$ cat config.mk
export PLATFORM = sky130hd
export DESIGN_NAME = mior_regmap
export DESIGN_NICKNAME = d
export VERILOG_FILES = /design/src/mior_regmap.v /design/src/mior_decode.v /design/src/mior_sampler.v
export VERILOG_INCLUDE_DIRS = /design/src
export SDC_FILE = /design/constraint.sdc
export NUM_CORES = 1
export LEC_CHECK = 0
export BUFFER_PORTS_ARGS = -buffer_cell sky130_fd_sc_hd__buf_2
export CAP_MARGIN = 10
export CORE_MARGIN = 2
export CORE_UTILIZATION = 45
export CTS_BUF_LIST = sky130_fd_sc_hd__clkbuf_8
export DETAILED_ROUTE_END_ITERATION = 7
export GPL_TIMING_DRIVEN = 0
export HOLD_SLACK_MARGIN = 0.15
export PLACE_DENSITY = 0.66
export SLEW_MARGIN = 0
export SYNTH_ARGS = -nofsm -noshare
export SYNTH_HDL_FRONTEND = slang
export SYNTH_HIERARCHICAL = 1
export SYNTH_SLANG_ARGS = --single-unit
export TNS_END_PERCENT = 1
$ cat constraint.sdc
create_clock -name I_REF_CLK -period 3.45 [get_ports I_REF_CLK]
set_clock_uncertainty 0.1 [all_clocks]
set_input_delay 0.5175 -clock I_REF_CLK [delete_from_list [all_inputs] [get_ports I_REF_CLK]]
set_output_delay 0.5175 -clock I_REF_CLK [all_outputs]
set_load 0.02 [all_outputs]
$ cat src/mior_consts.vh
// Purpose: shared constants of the modbus i/o register map
// Assumes: included by bare name from every design file
// Notes:   definitions only
`ifndef MIOR_CONSTS_VH
`define MIOR_CONSTS_VH

// function codes seen from the frame parser
`define MIOR_FC_RD_COILS      8'h01
`define MIOR_FC_RD_DISC       8'h02
`define MIOR_FC_RD_HOLD       8'h03
`define MIOR_FC_RD_INPUT      8'h04
`define MIOR_FC_WR_COIL       8'h05
`define MIOR_FC_WR_REG        8'h06

// exception codes
`define MIOR_EXC_NONE         8'h00
`define MIOR_EXC_ILL_FUNC     8'h01
`define MIOR_EXC_ILL_ADDR     8'h02
`define MIOR_EXC_ILL_VALUE    8'h03

// device register numbers (protocol address plus one)
`define MIOR_DEV_OFFSET       17'h00001
`define MIOR_REG_OUTPUT       17'h00001
`define MIOR_REG_INPUT        17'h00002
`define MIOR_REG_ANALOG0      17'h00003
`define MIOR_REG_ANALOG7      17'h0000A

// coil map
`define MIOR_COIL_LAST        16'h0007
`define MIOR_COIL_ON          16'hFF00
`define MIOR_COIL_OFF         16'h0000

// reset values
`define MIOR_OUT_RESET        8'h00
`define MIOR_TEMP_RESET       16'h0000

// sizes
`define MIOR_NUM_IO           8
`define MIOR_ADC_BITS         10

// timing: 62.5 Hz per input is a 16 ms period
`define MIOR_CLK_PERIOD_NS    4
`define MIOR_SAMPLE_PERIOD_NS 16000000
`define MIOR_SAMPLE_CYCLES    (`MIOR_SAMPLE_PERIOD_NS / `MIOR_CLK_PERIOD_NS)

`endif

$ cat src/mior_regmap.v
// Purpose: live i/o coil and register map behind a modbus slave
// Assumes: an upstream parser hands over one single-register request at a time
// Notes:   answer appears one clock after the request is taken
`timescale 1ns/100ps
`include "mior_consts.vh"

// Summary of operation
// - requests touching unimplemented addresses get an exception, not a reply
// - coil and 16-bit register spaces are decoded separately, each 65536 positions
// - single-bit reads are refused; bit states come from register reads
// - protocol address N selects device register N plus one
// - outputs change by coil or register write; output register reads them back
// - only coils 0 to 7 exist, driving outputs one to eight
// - writing register one sets all eight outputs, bit 0 is output one
// - register two returns the eight input levels in bits 0 to 7
// - each analog input is a 10-bit unsigned sample refreshed at 62.5 Hz
// - registers three to ten return analog inputs zero to seven in order
// - an attached temperature sensor replaces that input's analog value
module mior_regmap #(
  parameter SAMPLE_CYCLES = `MIOR_SAMPLE_CYCLES
) (
  // clock and reset
  input  wire        I_REF_CLK,
  input  wire        I_SRST,
  // request from the frame parser
  input  wire        I_REQ_VALID,
  input  wire [7:0]  I_REQ_FUNC,
  input  wire [15:0] I_REQ_ADDR,
  input  wire [15:0] I_REQ_WDATA,
  // answer to the frame builder
  output reg         O_RSP_VALID,
  output reg         O_RSP_EXC,
  output reg  [7:0]  O_RSP_EXC_CODE,
  output reg  [15:0] O_RSP_DATA,
  // i/o pins
  output reg  [7:0]  O_OUTPUTS,
  input  wire [7:0]  I_INPUTS,
  // analog converter
  output wire        O_ADC_START,
  output wire [2:0]  O_ADC_CHAN,
  input  wire        I_ADC_DONE,
  input  wire [9:0]  I_ADC_DATA,
  // digital_temp_sensor readings
  input  wire [7:0]  I_DIGITAL_TEMP_SENSOR_PRESENT,
  input  wire        I_DIGITAL_TEMP_SENSOR_VALID,
  input  wire [2:0]  I_DIGITAL_TEMP_SENSOR_CHAN,
  input  wire [15:0] I_DIGITAL_TEMP_SENSOR_TEMP
);

  wire        dec_exc;
  wire [7:0]  dec_exc_code;
  wire        dec_rd;
  wire [3:0]  dec_rd_sel;
  wire        dec_wr_outputs;
  wire        dec_wr_coil;
  wire [2:0]  dec_coil_idx;
  wire        dec_coil_val;
  wire [79:0] samples;

  reg  [7:0]  inputs_r;
  reg  [15:0] temp_r [0:7];
  reg  [7:0]  out_nxt;
  reg  [15:0] rd_data;
  wire [15:0] analog_w [0:7];
  integer     k;

  mior_decode u_decode (
    .i_func       (I_REQ_FUNC),
    .i_addr       (I_REQ_ADDR),
    .i_wdata      (I_REQ_WDATA),
    .o_exc        (dec_exc),
    .o_exc_code   (dec_exc_code),
    .o_rd         (dec_rd),
    .o_rd_sel     (dec_rd_sel),
    .o_wr_outputs (dec_wr_outputs),
    .o_wr_coil    (dec_wr_coil),
    .o_coil_idx   (dec_coil_idx),
    .o_coil_val   (dec_coil_val)
  );

  mior_sampler #(
    .SAMPLE_CYCLES (SAMPLE_CYCLES),
    .ADC_BITS      (`MIOR_ADC_BITS)
  ) u_sampler (
    .i_clk       (I_REF_CLK),
    .i_srst      (I_SRST),
    .o_adc_start (O_ADC_START),
    .o_adc_chan  (O_ADC_CHAN),
    .i_adc_done  (I_ADC_DONE),
    .i_adc_data  (I_ADC_DATA),
    .o_samples   (samples)
  );

  // sensor word wins over the zero-extended voltage sample
  genvar g;
  generate
    for (g = 0; g < 8; g = g + 1) begin : g_analog
      assign analog_w[g] = I_DIGITAL_TEMP_SENSOR_PRESENT[g] ? temp_r[g]
                                                            : {6'h00, samples[g*10 +: 10]};
    end
  endgenerate

  always @* begin
    rd_data = 16'h0000;
    case (dec_rd_sel)
      4'h1:    rd_data = {8'h00, O_OUTPUTS};
      4'h2:    rd_data = {8'h00, inputs_r};
      4'h3:    rd_data = analog_w[0];
      4'h4:    rd_data = analog_w[1];
      4'h5:    rd_data = analog_w[2];
      4'h6:    rd_data = analog_w[3];
      4'h7:    rd_data = analog_w[4];
      4'h8:    rd_data = analog_w[5];
      4'h9:    rd_data = analog_w[6];
      4'hA:    rd_data = analog_w[7];
      default: rd_data = 16'h0000;
    endcase
  end

  always @* begin
    out_nxt = O_OUTPUTS;
    if (I_REQ_VALID && !dec_exc) begin
      if (dec_wr_outputs) begin
        out_nxt = I_REQ_WDATA[7:0];
      end else if (dec_wr_coil) begin
        out_nxt[dec_coil_idx] = dec_coil_val;
      end
    end
  end

  always @(posedge I_REF_CLK) begin
    if (I_SRST) begin
      O_OUTPUTS      <= `MIOR_OUT_RESET;
      inputs_r       <= 8'h00;
      O_RSP_VALID    <= 1'b0;
      O_RSP_EXC      <= 1'b0;
      O_RSP_EXC_CODE <= `MIOR_EXC_NONE;
      O_RSP_DATA     <= 16'h0000;
      for (k = 0; k < 8; k = k + 1) begin
        temp_r[k] <= `MIOR_TEMP_RESET;
      end
    end else begin
      O_OUTPUTS   <= out_nxt;
      inputs_r    <= I_INPUTS;
      O_RSP_VALID <= I_REQ_VALID;
      if (I_DIGITAL_TEMP_SENSOR_VALID) begin
        temp_r[I_DIGITAL_TEMP_SENSOR_CHAN] <= I_DIGITAL_TEMP_SENSOR_TEMP;
      end
      if (I_REQ_VALID) begin
        O_RSP_EXC      <= dec_exc;
        O_RSP_EXC_CODE <= dec_exc_code;
        // writes echo their value, reads return the register
        O_RSP_DATA     <= dec_exc ? 16'h0000 : (dec_rd ? rd_data : I_REQ_WDATA);
      end
    end
  end

endmodule // mior_regmap

$ cat src/mior_decode.v
// Purpose: classify one modbus request against the implemented map
// Assumes: request fields are stable while decoded
// Notes:   purely combinational
`timescale 1ns/100ps
`include "mior_consts.vh"

module mior_decode (
  // request
  input  wire [7:0]  i_func,
  input  wire [15:0] i_addr,
  input  wire [15:0] i_wdata,
  // classification
  output reg         o_exc,
  output reg  [7:0]  o_exc_code,
  output reg         o_rd,
  output reg  [3:0]  o_rd_sel,
  output reg         o_wr_outputs,
  output reg         o_wr_coil,
  output reg  [2:0]  o_coil_idx,
  output reg         o_coil_val
);

  wire [16:0] dev_num;

  // 17 bits so address 0xFFFF cannot wrap onto register 0
  assign dev_num = {1'b0, i_addr} + `MIOR_DEV_OFFSET;

  always @* begin
    o_exc        = 1'b0;
    o_exc_code   = `MIOR_EXC_NONE;
    o_rd         = 1'b0;
    o_rd_sel     = 4'h0;
    o_wr_outputs = 1'b0;
    o_wr_coil    = 1'b0;
    o_coil_idx   = i_addr[2:0];
    o_coil_val   = 1'b0;
    case (i_func)
      `MIOR_FC_RD_COILS, `MIOR_FC_RD_DISC: begin
        o_exc      = 1'b1;
        o_exc_code = `MIOR_EXC_ILL_FUNC;
      end
      `MIOR_FC_RD_HOLD, `MIOR_FC_RD_INPUT: begin
        if (dev_num >= `MIOR_REG_OUTPUT && dev_num <= `MIOR_REG_ANALOG7) begin
          o_rd     = 1'b1;
          o_rd_sel = dev_num[3:0];
        end else begin
          o_exc      = 1'b1;
          o_exc_code = `MIOR_EXC_ILL_ADDR;
        end
      end
      `MIOR_FC_WR_COIL: begin
        if (i_addr > `MIOR_COIL_LAST) begin
          o_exc      = 1'b1;
          o_exc_code = `MIOR_EXC_ILL_ADDR;
        end else if (i_wdata == `MIOR_COIL_ON || i_wdata == `MIOR_COIL_OFF) begin
          o_wr_coil  = 1'b1;
          o_coil_val = (i_wdata == `MIOR_COIL_ON);
        end else begin
          o_exc      = 1'b1;
          o_exc_code = `MIOR_EXC_ILL_VALUE;
        end
      end
      `MIOR_FC_WR_REG: begin
        if (dev_num == `MIOR_REG_OUTPUT) begin
          o_wr_outputs = 1'b1;
        end else begin
          o_exc      = 1'b1;
          o_exc_code = `MIOR_EXC_ILL_ADDR;
        end
      end
      default: begin
        o_exc      = 1'b1;
        o_exc_code = `MIOR_EXC_ILL_FUNC;
      end
    endcase
  end

endmodule // mior_decode

$ cat src/mior_sampler.v
// Purpose: round-robin conversion scheduler for the eight analog inputs
// Assumes: converter answers each start with one done pulse
// Notes:   each input is converted once per SAMPLE_CYCLES unless a conversion outlasts its slot
`timescale 1ns/100ps
`include "mior_consts.vh"

module mior_sampler #(
  parameter SAMPLE_CYCLES = `MIOR_SAMPLE_CYCLES,
  parameter ADC_BITS      = `MIOR_ADC_BITS
) (
  // clock and reset
  input  wire                  i_clk,
  input  wire                  i_srst,
  // converter
  output reg                   o_adc_start,
  output reg  [2:0]            o_adc_chan,
  input  wire                  i_adc_done,
  input  wire [ADC_BITS-1:0]   i_adc_data,
  // captured samples, input 0 in the low slice
  output wire [8*ADC_BITS-1:0] o_samples
);

  localparam [31:0] SLOT_CYCLES = SAMPLE_CYCLES / 8;

  reg [31:0]         slot_cnt_r;
  reg                busy_r;
  reg [ADC_BITS-1:0] samp_r [0:7];
  integer            k;

  genvar g;
  generate
    for (g = 0; g < 8; g = g + 1) begin : g_flat
      assign o_samples[g*ADC_BITS +: ADC_BITS] = samp_r[g];
    end
  endgenerate

  // a slow conversion delays the next start rather than overlapping it
  always @(posedge i_clk) begin
    if (i_srst) begin
      slot_cnt_r  <= 32'h0;
      busy_r      <= 1'b0;
      o_adc_start <= 1'b0;
      o_adc_chan  <= 3'h7;
      for (k = 0; k < 8; k = k + 1) begin
        samp_r[k] <= {ADC_BITS{1'b0}};
      end
    end else begin
      o_adc_start <= 1'b0;
      if (slot_cnt_r < SLOT_CYCLES - 32'h1) begin
        slot_cnt_r <= slot_cnt_r + 32'h1;
      end
      if (busy_r && i_adc_done) begin
        samp_r[o_adc_chan] <= i_adc_data;
        busy_r             <= 1'b0;
      end else if (!busy_r && slot_cnt_r >= SLOT_CYCLES - 32'h1) begin
        slot_cnt_r  <= 32'h0;
        busy_r      <= 1'b1;
        o_adc_start <= 1'b1;
        o_adc_chan  <= o_adc_chan + 3'h1;
      end
    end
  end

endmodule // mior_sampler

Word level (Yosys, flattened, before mapping) --
Memory sizes are Yosys's and may differ from the RTL's. Cells that the tools add are included.
Word-level totals: latch bits 0, memories kept 2, bits of input ports 90, bits in read-only memories 0, output and inout bits 38, memory bits (writable) 208, bits in registers 79
Cells by class: $lt $le $gt $ge 7, eq/ne operators 16, bitwise gates (word level) 1, mux-type cells 56, shift operators 0, multipliers 0, div/mod/pow operators 0, reduce and logical (&&, ||, !) cells 16, add/subtract/negate cells 3
Memory list:
- temp_r | words 8, bits a word 16, read ports 8, clocked after Yosys merged registers in 0, wr ports 8, RTL line mior_regmap.v:61 | reg [15:0] temp_r [0:7];
- u_sampler.samp_r | words 8, bits a word 10, read ports 8, clocked after Yosys merged registers in 0, wr ports 8, RTL line mior_sampler.v:27 | reg [ADC_BITS-1:0] samp_r [0:7];
Operators by type and width (number):
- $mux W16 | 11
- $pmux W16 S10 | 1
- $mux W32 | 3
- $add A32 B1 Y32 const B | 1
- $ge A32 B19 Y1 const B | 1
- $lt A32 B19 Y1 const B | 1
- $mux W1 | 26
- $eq A8 B3 Y1 const B | 3
- $mux W8 | 3
- $pmux W8 S3 | 1
- $add A16 B1 Y17 const B | 1
- $eq A17 B1 Y1 const B | 1
- $ge A17 B1 Y1 const B | 1
- $le A17 B4 Y1 const B | 1
- $eq A16 B16 Y1 const B | 1
- $eq A4 B3 Y1 const B | 4
- $gt A16 B3 Y1 const B | 1
- $logic_not A16 Y1 | 1
- $reduce_or A16 Y1 | 1
- $eq A4 B4 Y1 const B | 3
- $mux W10 | 1
- $reduce_or A10 Y1 | 1
- $bwmux W8 | 1
- $eq A4 B2 Y1 const B | 2
- other kinds (17) | 28

Logic depth before layout (Yosys ltp) --
word-level depth 9, gate-level depth with buffers 14, depth with buffers taken out 13

Hierarchy --
Netlist, hierarchy kept.
Modules (own cells, without submodules):
- mior_regmap | sequential area each 4684.5 µm², area an instance 8536.9 µm², cells an instance 752, instances 1
- mior_sampler | sequential area each 3143.0 µm², area an instance 4832.1 µm², cells an instance 391, instances 1
- mior_decode | sequential area each 0.0 µm², area an instance 759.5 µm², cells an instance 111, instances 1

Least setup slack after synthesis --
No wires, ideal clock.
path kind input port to flip-flop, start point input port I_REQ_ADDR[14], end point register O_RSP_DATA[5], data required time 3.213 ns, slack -0.152 ns, cell stages on the path 12, library setup time 0.137 ns, arrival 3.365 ns, path through or4_4 -> nor4_1 -> a211o_2 -> nand3_4 -> nor4_1 -> buf_4 -> nand4bb_2 -> buf_6 -> o22ai_1 -> or4_1 -> a2111oi_1 -> nor3_1
On the way: word-level cells in the longest chain between the ends 9
RTL lines:
- from (decl) | RTL line mior_regmap.v:28 | input wire [15:0] I_REQ_ADDR,
- $add A16 B1 Y17 (no line) (*)
- $ge A17 B1 Y1 (no line) / $le A17 B4 Y1 (equally long branches)
- $logic_and A1 B1 Y1 (no line) (*)
- $mux W4 (*) | RTL line mior_decode.v:43 | if (dev_num >= `MIOR_REG_OUTPUT && dev_num <= `MIOR_REG_ANALOG7) begin
- $mux W4 (*) | RTL line mior_decode.v:37 | case (i_func)
- net dec_rd_sel[0] | RTL line mior_regmap.v:53 | wire [3:0] dec_rd_sel;
- $eq A4 B4 Y1 (tied with other cells) | RTL line mior_regmap.v:105 | case (dec_rd_sel)
- $pmux W16 S10 (*) | RTL line mior_regmap.v:105
- $mux W16 (*) (2 in series) | RTL line mior_regmap.v:153 | O_RSP_DATA <= dec_exc ? 16'h0000 : (dec_rd ? rd_data : I_REQ_WDATA);
- to (signal assigned) | RTL line mior_regmap.v:153
- to (decl) | RTL line mior_regmap.v:34 | output reg [15:0] O_RSP_DATA,
Mark *: on every way through the listed nets, which the timed path passes. The rest lies on a longest branch. A chain may end at the register's enable or synchronous reset.

Worst setup path after layout --
start point input port I_REQ_ADDR[0], end point register O_RSP_DATA[5]
On the way: word-level cells in the longest chain between the ends 9
RTL lines (RTL line):
- $add A16 B1 Y17 (no line) (*)
- $ge A17 B1 Y1 (no line) / $le A17 B4 Y1 (equally long branches)
- $logic_and A1 B1 Y1 (no line)
- $mux W4 (*) | mior_decode.v:43
- $mux W4 (*) | mior_decode.v:37
- net dec_rd_sel[2] | mior_regmap.v:53
- $eq A4 B4 Y1 (tied with other cells) | mior_regmap.v:105
- $pmux W16 S10 (*) | mior_regmap.v:105
- $mux W16 (*) (2 in series) | mior_regmap.v:153
Marks and branches as above.

==> impl_metrics.yaml <==
run_status:
  status: "finished clean"
synthesis:
  ys_seq_area_frac: 0.554
  synth_cells: 1254
  avgSynthCellArea_um2: 11.3
  ys_types: 84
  ys_warn_count: 6
  synth-async-reset-ratio: 0
  syn-cell-area_um2: 14100
  synth_seq_cells: 287
  synth_edf_count: 208
  synth_flop_cell: "edfxtp_1"
timing:
  final.setup.tns_ns: 0
  hold_viol_final: 0
  timing_worst_slew_pin_value_ns: 1.01
  fin_ws_ns: 0.0627
  finalCritPeriodShare: 0.982
  setup_violations: 0
  slew_headroom: 0.324
  slew_violations: 0
  max_freq_ghz: 0.295
  min_period_ns: 3.39
  grt_setup_unrepaired: "true"
finish:
  area_delta_synth_final_pct: 19.3
  layout.nets: 1559
  finish.instance_area_um2: 16900
  num_antenna_cells: 0
  fillers: 2690
  drive_above_1_share: 0.215
job:
  cap_violations: 0
pwr:
  switching_share: 0.239
  p_seq_frac: 0.517
  intPower_w: 0.00571
  p_leak_nw: 6.52
  clkPwrFrac: 0.416
  worst_ir_drop_vdd_v: 0.000263
  p_per_area_nw_per_um2: 445
  power_w: 0.00750
  share_comb_of_total_power: 0.067
  switchingPower_w: 0.00179
clock_network:
  cts_buffer_depth: 3
  root_buffer: "clkbuf_8"
  clk_pin_slew_ns: 0.06
  htree_levels: 2
  clock_latency_ns: 0.58
  cts_made_buffers: 50
  clock_sinks: 287
  cts_tree: "done"
min_path:
  holdCritPathClass: "in -> reg"
  min_from: "I_REQ_WDATA[14]"
  hold_depth: 3
  whs_endpoint: "O_RSP_DATA[14]"
worst_setup_path:
  crit_type: "in -> reg"
  r2r_end: "u_sampler/slot_cnt_r[16]"
  end_kind: "register"
  path_max_fanout: 10
  critPathLaunchType: "input pin"
  r2r_cells: 7
  rrSetupSlack_ns: 1.05
  rr_startpoint: "u_sampler/slot_cnt_r[0]"
  required_ns: 3.86
  worstPathArrival_ns: 3.79
grt:
  grt_start_max_net_pins: 17
  grt_pass1_wl_um: 62300
  grt-ovfl-total: 0
  antenna_found_initial: 1
  gr-usage-all-layers: 0.248
  first_global_vias: 10500
floorplanning:
  die_h_um: 181
  die_width_um: 181
  die-area_um2: 32800
  core_um2: 30700
  initial_core_util: 0.459
  rows: 64
  ios: 128
detailed_routing:
  drtIter0Drc: 1059
  first_pass_iters: 5
  wirelength_um: 41400
  dr_total_vias: 11000
  final_antenna_net_count: 0
  avgViaCountPerCell: 5.76
  drc: 0
  avgRoutedWirePerCell_um: 21.8
place:
  dp_hpwl_um: 29900
  portBuffers: 123
  place_ws_ns: -1.23
  globalplace.congestion: 0.910
  dpl_cell_area_um2: 15300
-- layout by cell type (no fill, tap or decap), types with 29 or more instances in the layout --
| master | n |
|---|---|
| and2_1 | 209 |
| nor2_1 | 58 |
| inv_1 | 43 |
| nand2_1 | 48 |
| dfxtp_1 | 79 |
| clkbuf_1 | 42 |
| nand3_1 | 29 |
| buf_2 | 135 |
| mux2i_1 | 92 |
| o22ai_1 | 37 |
| edfxtp_1 | 208 |
| clkbuf_8 | 55 |
-- registers in the layout (all words and copies together), names as in the netlist --
name                   flops
O_RSP_EXC                  1
O_OUTPUTS                  8
O_RSP_EXC_CODE             8
temp_r                   128
inputs_r                   8
u_sampler/o_adc_chan       3
O_RSP_VALID                1
u_sampler/busy_r           1
u_sampler/slot_cnt_r      32
O_RSP_DATA                16
u_sampler/o_adc_start      1
u_sampler/samp_r          80
-- kinds of logic after synthesis --
kind of cell / share of synthesized area
other cells: 0.000265
simple gates: 0.228
xor+xnor: 0.00186
flops: 0.554
mux: 0.0660
buf+inv: 0.0357
fa+ha+maj: 0.00443
compound gates: 0.109
-- Yosys cell counts, types with 4 or more instances --
library cell,n,area share
clkbuf_1,44,0.012
buf_2,16,0.0057
nand4_1,8,0.0035
nor3b_1,14,0.0074
nor2_1,60,0.016
o21bai_1,5,0.0027
ha_1,5,0.0044
o22ai_1,43,0.019
dfxtp_1,79,0.11
or3_1,4,0.0018
edfxtp_1,208,0.44
nor2b_1,26,0.012
and3_1,12,0.0053
or4_1,13,0.0069
or2_2,12,0.0053
mux2i_1,92,0.065
o21ai_0,30,0.011
o2bb2ai_1,10,0.0062
o21ai_1,8,0.0028
o211ai_1,7,0.0037
a31oi_1,18,0.0080
nor3_1,25,0.0089
a2bb2oi_1,5,0.0031
nor4_1,19,0.0084
nand3_1,30,0.011
nand2b_1,15,0.0066
nor3_2,4,0.0028
and2_1,209,0.093
buf_6,4,0.0032
o41ai_1,4,0.0025
inv_1,28,0.0074
o31ai_1,6,0.0032
nand2_1,48,0.013
a211oi_1,17,0.0090
and4_1,6,0.0037
a22oi_1,10,0.0053
buf_4,13,0.0069
a21oi_1,24,0.0085
-- power groups by stage --
stage          registers, W  logic (W)  clock network, W
2_1_floorplan       0.00394   0.000254                 0
3_3_place_gp        0.00394   0.000467                 0
3_5_place_dp        0.00395   0.000479                 0
4_1_cts             0.00388   0.000495           0.00315
5_1_grt             0.00389   0.000548           0.00330
6_report            0.00388   0.000505           0.00312
-- metal layers --
layer	track usage	up-vias	part of all wire
met4	0.0673	2	0.020
met1	0.359	5325	0.46
met2	0.375	487	0.43
met5	0	-	0.00031
li1	-	5076	-
met3	0.0572	63	0.087
-- through the flow --
stage	hold WS, ns	util	cells
after global routing	0.178	0.548	1900
after CTS	0.153	0.540	1888
after detailed placement	0.369	0.498	1784
after floorplan	0.357	-	1259
final	0.177	0.548	1900
after global placement	0.363	0.497	1778
-- layout make-up --
class	count	area [um^2]	share of cell area
Inverter	28	105	0.00624
Buffer	80	449	0.0267
Sequential cell	287	7830	0.465
Multi-Input combinational cell	864	6090	0.361
Clock buffer	55	757	0.0449
Timing Repair Buffer	153	882	0.0523
Tap cell	396	495	0.0294
Clock inverter	37	244	0.0145
-- critical path: stages --
cell       delay, ns
clkbuf_4        0.20
ha_4            0.18
nand2_1         0.10
nor3_1          0.23
nand3_1         0.12
a221o_1         0.37
buf_6           0.16
nor4_4          0.31
buf_6           0.21
or4b_1          0.48
buf_8           0.19
o22ai_1         0.29
or4_1           0.19
a2111oi_2       0.04
nor3_1          0.18
-- how the worst max path moves through the flow --
| stage | startpoint | endpoint | slack [ns] | cells after the start |
|---|---|---|---|---|
| 4_1_cts | I_REQ_ADDR[0] | O_RSP_DATA[3] | -0.04 | 15 |
| 3_5_place_dp | I_REQ_ADDR[0] | O_RSP_DATA[15] | -1.23 | 15 |
| 5_1_grt | I_REQ_ADDR[0] | O_RSP_DATA[13] | -0.05 | 15 |
| 6_report | I_REQ_ADDR[0] | O_RSP_DATA[5] | 0.06 | 15 |
| 3_3_place_gp | I_REQ_ADDR[0] | O_RSP_DATA[10] | -1.33 | 14 |
| 2_1_floorplan | I_REQ_ADDR[14] | O_RSP_DATA[5] | -0.03 | 12 |
-- what timing repair did --
action / in CTS / in global routing
setup buffers: 1 / 12
setup endpoints to repair: 16 / 16
hold buffers: 11 / 0
gates resized for setup: 32 / 28
endpoints found under the hold margin: 11 / 0
pin swaps: 1 / 6
(Power assumes the default switching activity.)
